===== src/hdl/digital_io_port_defines.svh =====
`ifndef DIGITAL_IO_PORT_DEFINES_SVH
`define DIGITAL_IO_PORT_DEFINES_SVH

`define REG_CTRL        12'h000
`define REG_DRIVE       12'h004
`define REG_OUT         12'h008
`define REG_IN          12'h00c
`define REG_STATUS      12'h010
`define REG_INT_STATUS  12'h014
`define REG_INT_MASK    12'h018
`define REG_TRIG_CTRL   12'h01c
`define REG_TRIG_HOLD   12'h020

`define CTRL_MODE_LSB   0
`define CTRL_CLK_EXT    4
`define CTRL_IFACE_DIFF 8
`define STAT_OVF_NOW    0
`define STAT_RATE_OK    1
`define STAT_IFACE_DIFF 2
`define INT_OVF         0
`define INT_TRIG        1
`define TRIG_EN         0
`define TRIG_SRC_LSB    1
`define TRIG_MASK_LSB   16

`define DRIVE_RST       4'h0
`define OUT_RST         32'h0000_0000
`define MASK_RST        12'h000
`define HOLD_RST        32'h0000_0000
`define INT_MASK_RST    2'h0

`define CLK_PERIOD_PS   25000
`define RESULT_SLOT_NS  200
`define RESULT_SLOT_CYC ((`RESULT_SLOT_NS * 1000 + `CLK_PERIOD_PS - 1) / `CLK_PERIOD_PS)
`define SEQ_IF_MHZ      150
`define CODEWORD_IF_MHZ 50
`define NOMINAL_MSA     2400

`endif


===== src/hdl/digital_io_port_pkg.sv =====
package digital_io_port_pkg;
  typedef enum logic [1:0] {
    MODE_MANUAL   = 2'h0,
    MODE_SEQ      = 2'h1,
    MODE_CODEWORD = 2'h2,
    MODE_SYNC     = 2'h3
  } port_mode_e;
  typedef enum logic [1:0] {
    SRC_INPUTS = 2'h0,
    SRC_SEQ    = 2'h1,
    SRC_MASK   = 2'h2,
    SRC_ALL    = 2'h3
  } trig_src_e;
  typedef enum logic [1:0] {
    HOLD_IDLE = 2'b01,
    HOLD_WAIT = 2'b10
  } hold_state_e;
endpackage


===== src/hdl/trig_stream_if.sv =====
interface trig_stream_if;
  import digital_io_port_pkg::*;
  logic        enable;
  trig_src_e   src;
  logic [11:0] mask;
  logic [31:0] holdoff;
  logic [11:0] sources;
  logic        fire;
  logic [11:0] fired_bits;
  modport ctrl (output enable, src, mask, holdoff, sources, input fire, fired_bits);
  modport unit (input enable, src, mask, holdoff, sources, output fire, fired_bits);
endinterface


===== src/hdl/digital_io_port.sv =====
// Chosen here: the register addresses and the APB register port.
`include "digital_io_port_defines.svh"

module digital_io_port
  import digital_io_port_pkg::*;
(
  input  wire logic        core_clk,
  input  wire logic        resetn,
  input  wire logic [11:0] paddr,
  input  wire logic        psel,
  input  wire logic        penable,
  input  wire logic        pwrite,
  input  wire logic [31:0] pwdata,
  output logic      [31:0] prdata,
  output logic             pready,
  output logic             pslverr,
  output logic             irq,
  input  wire logic [31:0] dio_i,
  output logic      [31:0] dio_o,
  output logic      [31:0] dio_oe,
  input  wire logic [31:0] seq_out,
  output logic      [31:0] seq_in,
  input  wire logic [31:0] link_rx,
  output logic      [31:0] link_tx,
  input  wire logic        readout_trig,
  input  wire logic [3:0]  seq_trig,
  input  wire logic [7:0]  trig_in,
  output logic             trig_stream_valid,
  output logic      [11:0] trig_stream_bits,
  input  wire logic        sample_rate_nominal,
  output logic             port_clk_ext,
  output logic             port_clk_slow,
  input  wire logic        iface_diff_stored,
  output logic             iface_diff,
  output logic             iface_diff_store
);

  logic [1:0]  rst_sync;
  logic        rst_n;

  logic [31:0] dio_meta;
  logic [31:0] dio_in;
  logic [7:0]  trig_meta;
  logic [7:0]  trig_pin;
  logic [1:0]  rate_meta;
  logic [1:0]  nv_meta;

  port_mode_e  mode;
  logic [3:0]  drive;
  logic [31:0] manual_out;
  logic [1:0]  int_status;
  logic [1:0]  int_mask;
  logic        trig_en;
  trig_src_e   trig_src;
  logic [11:0] trig_mask;
  logic [31:0] trig_hold;
  logic [1:0]  nv_load_cnt;

  logic        ovf_now;
  logic [7:0]  slot_cnt;

  logic        wr_en;
  logic        rd_en;
  logic        addr_ok;
  logic [31:0] rd_mux;
  logic [31:0] next_dio_o;
  logic [1:0]  ev;

  trig_stream_if ts ();

  // Reset release through two flops; assertion stays asynchronous
  always_ff @(posedge core_clk or negedge resetn) begin
    if (!resetn) begin
      rst_sync <= 2'b00;
    end else begin
      rst_sync <= {rst_sync[0], 1'b1};
    end
  end
  assign rst_n = rst_sync[1];

  // Pin and foreign-domain inputs pass two flops
  always_ff @(posedge core_clk or negedge rst_n) begin
    if (!rst_n) begin
      dio_meta  <= 32'h0;
      dio_in    <= 32'h0;
      trig_meta <= 8'h00;
      trig_pin  <= 8'h00;
      rate_meta <= 2'b00;
      nv_meta   <= 2'b00;
    end else begin
      dio_meta  <= dio_i;
      dio_in    <= dio_meta;
      trig_meta <= trig_in;
      trig_pin  <= trig_meta;
      rate_meta <= {rate_meta[0], sample_rate_nominal};
      nv_meta   <= {nv_meta[0], iface_diff_stored};
    end
  end

  // APB: one wait state, so every answer comes from a flop
  assign addr_ok = (paddr == `REG_CTRL) || (paddr == `REG_DRIVE) ||
                   (paddr == `REG_OUT) || (paddr == `REG_IN) ||
                   (paddr == `REG_STATUS) || (paddr == `REG_INT_STATUS) ||
                   (paddr == `REG_INT_MASK) || (paddr == `REG_TRIG_CTRL) ||
                   (paddr == `REG_TRIG_HOLD);
  assign wr_en = psel && penable && pready && pwrite && addr_ok;
  assign rd_en = psel && penable && !pready && !pwrite;

  always_comb begin
    rd_mux = 32'h0;
    case (paddr)
      `REG_CTRL: begin
        rd_mux[`CTRL_MODE_LSB +: 2] = mode;
        rd_mux[`CTRL_CLK_EXT]       = port_clk_ext;
        rd_mux[`CTRL_IFACE_DIFF]    = iface_diff;
      end
      `REG_DRIVE:      rd_mux[3:0] = drive;
      `REG_OUT:        rd_mux      = manual_out;
      `REG_IN:         rd_mux      = dio_in;
      `REG_STATUS: begin
        rd_mux[`STAT_OVF_NOW]    = ovf_now;
        rd_mux[`STAT_RATE_OK]    = rate_meta[1];
        rd_mux[`STAT_IFACE_DIFF] = iface_diff;
      end
      `REG_INT_STATUS: rd_mux[1:0] = int_status;
      `REG_INT_MASK:   rd_mux[1:0] = int_mask;
      `REG_TRIG_CTRL: begin
        rd_mux[`TRIG_EN]            = trig_en;
        rd_mux[`TRIG_SRC_LSB +: 2]  = trig_src;
        rd_mux[`TRIG_MASK_LSB +: 12] = trig_mask;
      end
      `REG_TRIG_HOLD:  rd_mux = trig_hold;
      default:         rd_mux = 32'h0;
    endcase
  end

  always_ff @(posedge core_clk or negedge rst_n) begin
    if (!rst_n) begin
      pready  <= 1'b0;
      pslverr <= 1'b0;
      prdata  <= 32'h0;
    end else begin
      pready  <= psel && penable && !pready;
      pslverr <= psel && penable && !pready && !addr_ok;
      if (rd_en) begin
        prdata <= rd_mux;
      end
    end
  end

  // Mode and clock selection
  always_ff @(posedge core_clk or negedge rst_n) begin
    if (!rst_n) begin
      mode         <= MODE_MANUAL;
      port_clk_ext <= 1'b0;
    end else if (wr_en && paddr == `REG_CTRL) begin
      mode         <= port_mode_e'(pwdata[`CTRL_MODE_LSB +: 2]);
      port_clk_ext <= pwdata[`CTRL_CLK_EXT];
    end
  end

  // Codeword mode asks the clock generator for the slower port clock
  always_ff @(posedge core_clk or negedge rst_n) begin
    if (!rst_n) begin
      port_clk_slow <= 1'b0;
    end else begin
      port_clk_slow <= (mode == MODE_CODEWORD);
    end
  end

  // Interface standard lives in non-volatile storage; reset reloads it
  always_ff @(posedge core_clk or negedge rst_n) begin
    if (!rst_n) begin
      iface_diff       <= 1'b0;
      iface_diff_store <= 1'b0;
      nv_load_cnt      <= 2'h0;
    end else begin
      iface_diff_store <= 1'b0;
      if (nv_load_cnt != 2'h3) begin
        // Wait for the synchroniser to settle before loading
        nv_load_cnt <= nv_load_cnt + 2'h1;
        if (nv_load_cnt == 2'h2) begin
          iface_diff <= nv_meta[1];
        end
      end else if (wr_en && paddr == `REG_CTRL) begin
        iface_diff       <= pwdata[`CTRL_IFACE_DIFF];
        iface_diff_store <= 1'b1;
      end
    end
  end

  // Drive controls, one per 8-bit bus
  always_ff @(posedge core_clk or negedge rst_n) begin
    if (!rst_n) begin
      drive <= `DRIVE_RST;
    end else if (wr_en && paddr == `REG_DRIVE) begin
      drive <= pwdata[3:0];
    end
  end

  // Manual values are kept even when the bus is not driven
  always_ff @(posedge core_clk or negedge rst_n) begin
    if (!rst_n) begin
      manual_out <= `OUT_RST;
    end else if (wr_en && paddr == `REG_OUT && mode != MODE_SYNC) begin
      manual_out <= pwdata;
    end
  end

  always_comb begin
    case (mode)
      MODE_MANUAL:   next_dio_o = manual_out;
      MODE_SEQ:      next_dio_o = seq_out;
      MODE_CODEWORD: next_dio_o = seq_out;
      MODE_SYNC:     next_dio_o = link_rx;
      default:       next_dio_o = manual_out;
    endcase
  end

  // Value register always follows the source; enables gate the pins
  always_ff @(posedge core_clk or negedge rst_n) begin
    if (!rst_n) begin
      dio_o  <= 32'h0;
      dio_oe <= 32'h0;
    end else begin
      dio_o <= next_dio_o;
      for (int b = 0; b < 4; b++) begin
        dio_oe[b*8 +: 8] <= {8{drive[b]}};
      end
    end
  end

  // Sequencer and link feeds
  always_ff @(posedge core_clk or negedge rst_n) begin
    if (!rst_n) begin
      seq_in  <= 32'h0;
      link_tx <= 32'h0;
    end else begin
      case (mode)
        MODE_SEQ, MODE_CODEWORD: begin
          seq_in  <= dio_in;
          link_tx <= 32'h0;
        end
        MODE_SYNC: begin
          seq_in  <= link_rx;
          link_tx <= dio_in;
        end
        default: begin
          seq_in  <= 32'h0;
          link_tx <= 32'h0;
        end
      endcase
    end
  end

  // Each readout result occupies the port for one slot; a new
  // readout inside the slot cannot be carried and is an overflow
  always_ff @(posedge core_clk or negedge rst_n) begin
    if (!rst_n) begin
      slot_cnt <= 8'h0;
      ovf_now  <= 1'b0;
    end else begin
      if (readout_trig) begin
        slot_cnt <= 8'(`RESULT_SLOT_CYC);
        if (slot_cnt != 8'h0) begin
          ovf_now <= 1'b1;
        end
      end else if (slot_cnt != 8'h0) begin
        slot_cnt <= slot_cnt - 8'h1;
      end else begin
        ovf_now <= 1'b0;
      end
    end
  end

  assign ev[`INT_OVF]  = ovf_now;
  assign ev[`INT_TRIG] = ts.fire;

  // Sticky events, write one to clear; a new event beats the clear
  always_ff @(posedge core_clk or negedge rst_n) begin
    if (!rst_n) begin
      int_status <= 2'h0;
    end else begin
      if (wr_en && paddr == `REG_INT_STATUS) begin
        int_status <= (int_status & ~pwdata[1:0]) | ev;
      end else begin
        int_status <= int_status | ev;
      end
    end
  end

  always_ff @(posedge core_clk or negedge rst_n) begin
    if (!rst_n) begin
      int_mask <= `INT_MASK_RST;
    end else if (wr_en && paddr == `REG_INT_MASK) begin
      int_mask <= pwdata[1:0];
    end
  end

  always_ff @(posedge core_clk or negedge rst_n) begin
    if (!rst_n) begin
      irq <= 1'b0;
    end else begin
      irq <= |(int_status & int_mask);
    end
  end

  // Trigger stream configuration
  always_ff @(posedge core_clk or negedge rst_n) begin
    if (!rst_n) begin
      trig_en   <= 1'b0;
      trig_src  <= SRC_INPUTS;
      trig_mask <= `MASK_RST;
      trig_hold <= `HOLD_RST;
    end else if (wr_en) begin
      if (paddr == `REG_TRIG_CTRL) begin
        trig_en   <= pwdata[`TRIG_EN];
        trig_src  <= trig_src_e'(pwdata[`TRIG_SRC_LSB +: 2]);
        trig_mask <= pwdata[`TRIG_MASK_LSB +: 12];
      end
      if (paddr == `REG_TRIG_HOLD) begin
        trig_hold <= pwdata;
      end
    end
  end

  assign ts.enable  = trig_en;
  assign ts.src     = trig_src;
  assign ts.mask    = trig_mask;
  assign ts.holdoff = trig_hold;
  assign ts.sources = {seq_trig, trig_pin};

  trig_stream_unit u_trig (
    .core_clk (core_clk),
    .rst_n    (rst_n),
    .t        (ts.unit)
  );

  always_ff @(posedge core_clk or negedge rst_n) begin
    if (!rst_n) begin
      trig_stream_valid <= 1'b0;
      trig_stream_bits  <= 12'h000;
    end else begin
      trig_stream_valid <= ts.fire;
      if (ts.fire) begin
        trig_stream_bits <= ts.fired_bits;
      end
    end
  end

endmodule


===== src/hdl/trig_stream_unit.sv =====
module trig_stream_unit
  import digital_io_port_pkg::*;
(
  input  wire logic   core_clk,
  input  wire logic   rst_n,
  trig_stream_if.unit t
);
  hold_state_e state;
  logic [31:0] hold_cnt;
  logic [11:0] select;
  logic [11:0] hits;

  always_comb begin
    case (t.src)
      SRC_INPUTS: select = 12'h0ff;
      SRC_SEQ:    select = 12'hf00;
      SRC_MASK:   select = t.mask;
      default:    select = 12'hfff;
    endcase
  end

  // Low byte are input triggers, high nibble sequencer triggers
  assign hits = t.sources & select;

  always_ff @(posedge core_clk or negedge rst_n) begin
    if (!rst_n) begin
      state      <= HOLD_IDLE;
      hold_cnt   <= 32'h0;
      t.fire     <= 1'b0;
      t.fired_bits <= 12'h000;
    end else begin
      t.fire <= 1'b0;
      case (state)
        HOLD_IDLE: begin
          if (t.enable && |hits) begin
            t.fire       <= 1'b1;
            t.fired_bits <= hits;
            hold_cnt     <= t.holdoff;
            if (t.holdoff != 32'h0) begin
              state <= HOLD_WAIT;
            end
          end
        end
        HOLD_WAIT: begin
          // Triggers inside the holdoff are dropped, not queued
          if (!t.enable || hold_cnt <= 32'h1) begin
            state <= HOLD_IDLE;
          end
          hold_cnt <= hold_cnt - 32'h1;
        end
        default: state <= HOLD_IDLE;
      endcase
    end
  end
endmodule


===== config.mk =====
export PLATFORM = sky130hd
export DESIGN_NAME = digital_io_port
export DESIGN_NICKNAME = d
export VERILOG_FILES = /design/src/hdl/digital_io_port_pkg.sv /design/src/hdl/trig_stream_if.sv /design/src/hdl/digital_io_port.sv /design/src/hdl/trig_stream_unit.sv
export VERILOG_INCLUDE_DIRS = /design/src /design/src/hdl
export SDC_FILE = /design/constraint.sdc
export NUM_CORES = 1
export LEC_CHECK = 0
export ABC_AREA = 1
export ABC_CLOCK_PERIOD_IN_PS = 11160
export BUFFER_PORTS_ARGS = -buffer_cell sky130_fd_sc_hd__buf_2
export CAP_MARGIN = 5
export CORE_ASPECT_RATIO = 1.1
export CORE_MARGIN = 10
export CORE_UTILIZATION = 25
export CTS_CLUSTER_DIAMETER = 80
export CTS_CLUSTER_SIZE = 40
export DETAILED_ROUTE_END_ITERATION = 6
export GPL_TIMING_DRIVEN = 0
export REMOVE_ABC_BUFFERS = 1
export SYNTH_ARGS = -nofsm -noshare
export SYNTH_HDL_FRONTEND = slang
export SYNTH_SLANG_ARGS = --single-unit

===== constraint.sdc =====
create_clock -name core_clk -period 11.16 [get_ports core_clk]
set_input_delay 2.232 -clock core_clk [delete_from_list [all_inputs] [get_ports core_clk]]
set_output_delay 2.232 -clock core_clk [all_outputs]
set_load 0.02 [all_outputs]

==> results list <==
- Total via count after detailed routing: 12800
* Number of synthesized register bits: slightly below 400
- Launch point of the worst path: paddr[2]
- The worst setup path is of the in2reg kind.
- The clock arrives with 0.0515 ns of skew.
* Area delta synth->final: 21.4%
* Result of the run: complete, no violations
- Once layout is done, the placed cells without fillers occupy 19700 um^2.
- Counting buffers and inverters, the worst setup path is 10 cells deep.
- The critical path goes through buf_2 > inv_1 > nand2_1 > nor2_2 > nand2_1 > nor2_2 > nand2_1 > o21ai_0 > o21ai_0 > nand2_1.
- The synthesized netlist occupies a cell area of around 16000 um^2.
- CTS clock-pin slew for the worst setup and hold paths: 0.11 ns
- Number of buffers added by the clock tree synthesis step: 25
* Most prevalent standard cell on the critical path: sky130_fd_sc_hd__nand2_1
- Final wirelength: 52.0 mm
- Critical-path cell with the highest stage delay: sky130_fd_sc_hd__nor2_2
- Maximum VDD drop: a little over 0.09 mV
- Average via count per standard cell: 4.31
* Placeable core area: ~64000 um^2
* Power Total: around 2.7 mW
* Initial Util: 0.253
- # nets final: 2260
- Routability-driven placement finished with a final weighted congestion of 0.820.
* Final count of pins violating max slew: 0
* Arrival time at the worst endpoint: 4.87 ns
* Final Cycle Share: 0.390
- Following the worst setup path forward leads to its endpoint at prdata[20].
- After floorplanning, the core was divided into 97 placement rows.
- In the final routed layout, each cell accounts on average for between 15 and 20 um.
- For the worst setup path, the data required time is 11.67 ns.
- Vias in the first global route: 12800
- The wire-length estimate of the detail-placed layout is 38.6 mm.
- Clock latency of the later-clocked register in the worst-skew pair: 0.61 ns
* Length of the first detailed-routing pass in iterations: 5
* Sequential area share after synthesis: 0.595
- Across all setup checks in the final design, the least slack found is between 6 and 7 ns.
- The worst register-to-register path has a depth of 12.
- The floorplan step defined a die boundary enclosing 75300 um^2.
- The cell sitting at the root of the clock tree is a sky130_fd_sc_hd__clkbuf_16.
- Remaining routing DRC violations: 0
- In this run the critical register-to-register path is launched from trig_src[1].
- Slew at the pin closest to its max-slew limit: 1.27 ns
* Leakage power: 9.95 nW
- Yosys warning count: 0
- Synthesis instantiated between 40 and 50 different standard cells from the library.
* Initial antenna violation count: 10
- Clk sink count: roughly 390
- Horizontal die dimension: ~260 um
* GR Util All Layers: 0.134
- In this run the mean area of a mapped cell was between 8 and 9 um^2.
- Largest driver fanout on the critical path: 19
- Category of the worst setup path capture point: flip-flop
- Initial DRC count: 1001
- Setup violations remaining at the end of the flow were counted as 0.
- In this run the power density over the cells is 135 nW/um^2.
- CP max stage delay: between 0.9 and 1 ns
* Maximum root-to-sink buffer count: 3
* Number of top-level pins: 340
* Pin count of the biggest net entering global routing: 67
- Post-layout instance count excluding filler cells: 2956
- TritonCTS clock tree: yes
- Min Tclk post-route: roughly 4.4 ns
- Worst slack after detailed placement: 5.74 ns
* Post-CTS Hold Buffers: 0
* Type of the worst min-delay path: reg2async
* Count of buffers inserted at the top-level ports: 339
- The number of hold-slack violations in the final timing report was 0.
* Buffers & Inverters on Critical Path: 2
- Timing would allow up to 230 MHz.
- In the final layout, the share of cells above drive strength 1 is 0.208.
- In this run the tightest slew margin relative to its limit is 0.155.
- In the synthesized netlist, the number of instances is about 1800.
- Post-placement cell area: 18600 um^2
- Wire length of the first global-routing pass: 78.8 mm
* Cell type group with the largest total delay on the critical path: simple AND/OR/NAND/NOR gates
- Height of the die: 287 um
* Global route total overflow: 0
- Setup repair after global routing left no endpoint under its margin.
- Antenna-violating nets left: 0
- Capture instance of the worst register-to-register path: u_trig.hold_cnt[27]
- Buffers inserted by post-CTS timing repair: 0
- The worst register-to-register path has a setup slack of ~8.0 ns.
- Depth of the CTS H-tree: 1
* Maximum capacitance violations: 0
- Post-CTS sizing: 0
- Instance count after placement with tap cells included: between 2000 and 3000
- Sort of element at the start of the critical path: primary input
[logic make-up after synthesis]
family	after synthesis	synth area share
other	1	0.000232
xor gates and xnor gates	13	0.00704
and+or+nand+nor	808	0.205
adders and majority gates	10	0.00773
DFF	385	0.595
AOI/OAI and AO/OA	297	0.103
buffers and inverters	296	0.0819
[where the power goes]
group | internal (mW) | switching [mW]
sequential | 1.42 | 0.0216
clock | 0.474 | 0.613
combinational | 0.0482 | 0.0799
[cell usage after synthesis, drive strengths merged]
cell type,n,area (um^2)
a21oi,50,250
nand4,24,150
clkbuf,39,146
nor4,3,18.8
a22oi,1,7.51
nor3,8,45.0
a41oi,1,8.76
dfrtp,384,9610
a22o,2,17.5
dfstp,1,26.3
o21bai,2,15.0
ha,10,125
nand2,527,2000
nand3b,2,15.0
inv,195,732
or2,3,18.8
buf,60,439
o21a,1,7.51
xor2,8,70.1
clkinv,2,7.51
nand3,101,521
a21o,5,37.5
o22ai,19,119
xnor2,5,43.8
a31oi,37,231
conb,1,3.75
a21boi,2,26.3
o21ai,177,938
nor2,140,551
[metal layers]
| layer | track usage | routed length [um] |
|---|---|---|
| met5 | 0 | 28 |
| met4 | 0.0338 | 1010 |
| met3 | 0.0229 | 2360 |
| met2 | 0.239 | 26800 |
| met1 | 0.164 | 21800 |
[how the worst min path moves through the flow]
stage,startpoint,endpoint,slack [ns],cells past startpoint
global route,rst_sync[1],trig_hold[29],0.32,0
global placement,dio_meta[19],dio_in[19],0.33,0
detailed placement,rst_sync[1],dio_o[4],0.31,0
floorplan,dio_meta[0],dio_in[0],0.33,0
finish,rst_sync[1],dio_in[11],0.29,0
CTS,rst_sync[1],manual_out[29],0.30,0
[sequential cells by signal, indices dropped and copies added, names as in the netlist, 4 cells and up]
signal and count:
dio_in 32, dio_meta 32, dio_o 32, dio_oe 4, drive 4, link_tx 32
manual_out 32, prdata 32, seq_in 32, slot_cnt 8, trig_hold 32, trig_mask 12
trig_meta 8, trig_pin 8, trig_stream_bits 12, u_trig.hold_cnt 32, u_trig.t.fired_bits 12
[worst register-to-register path: stages (launching register included)]
cell and delay [ns]:
sky130_fd_sc_hd__dfrtp_1 0.46, sky130_fd_sc_hd__inv_2 0.12, sky130_fd_sc_hd__nor2_4 0.23, sky130_fd_sc_hd__nand2_1 0.14
sky130_fd_sc_hd__nand3_1 0.12, sky130_fd_sc_hd__nand2_1 0.06, sky130_fd_sc_hd__nor2_1 0.15, sky130_fd_sc_hd__nand3_2 0.31
sky130_fd_sc_hd__nand3_2 0.51, sky130_fd_sc_hd__buf_12 0.27, sky130_fd_sc_hd__nand2_1 0.40, sky130_fd_sc_hd__nand2_1 0.20
sky130_fd_sc_hd__nand2_1 0.07
[layout make-up]
| type | instances | area (um^2) |
|---|---|---|
| Timing Repair Buffer | 352 | 1970 |
| Sequential cell | 385 | 9640 |
| Tap cell | 841 | 1050 |
| Multi-Input combinational cell | 1129 | 5250 |
| Fill cell | 6767 | 44300 |
| Inverter | 197 | 742 |
| Antenna cell | 7 | 17.5 |
| Clock buffer | 26 | 629 |
| Clock inverter | 19 | 347 |
[cell usage in the layout (no fill, tap or decap), drive strengths merged, types with 5 or more instances in the layout]
cell	netlist	final
clkbuf	39	26
dfrtp	384	384
xor2	8	8
nand2	527	527
a21o	5	5
clkinv	2	12
nor3	8	8
a31oi	37	37
inv	195	203
nand4	24	24
a21oi	50	50
o22ai	19	19
diode	0	7
o21ai	177	177
xnor2	5	5
ha	10	10
buf	60	352
nand3	101	101
nor2	140	140
[metrics by stage]
stage / utilization / hold WS, ns / TNS, ns
after global placement: 0.287 / 0.331 / -1998.90
after detailed placement: 0.291 / 0.312 / 0
after CTS: 0.306 / 0.297 / 0
after floorplan: - / 0.331 / -138.70
after global routing: 0.307 / 0.317 / 0
final: 0.307 / 0.290 / 0
Note: power is estimated with default switching activity, not from simulation.
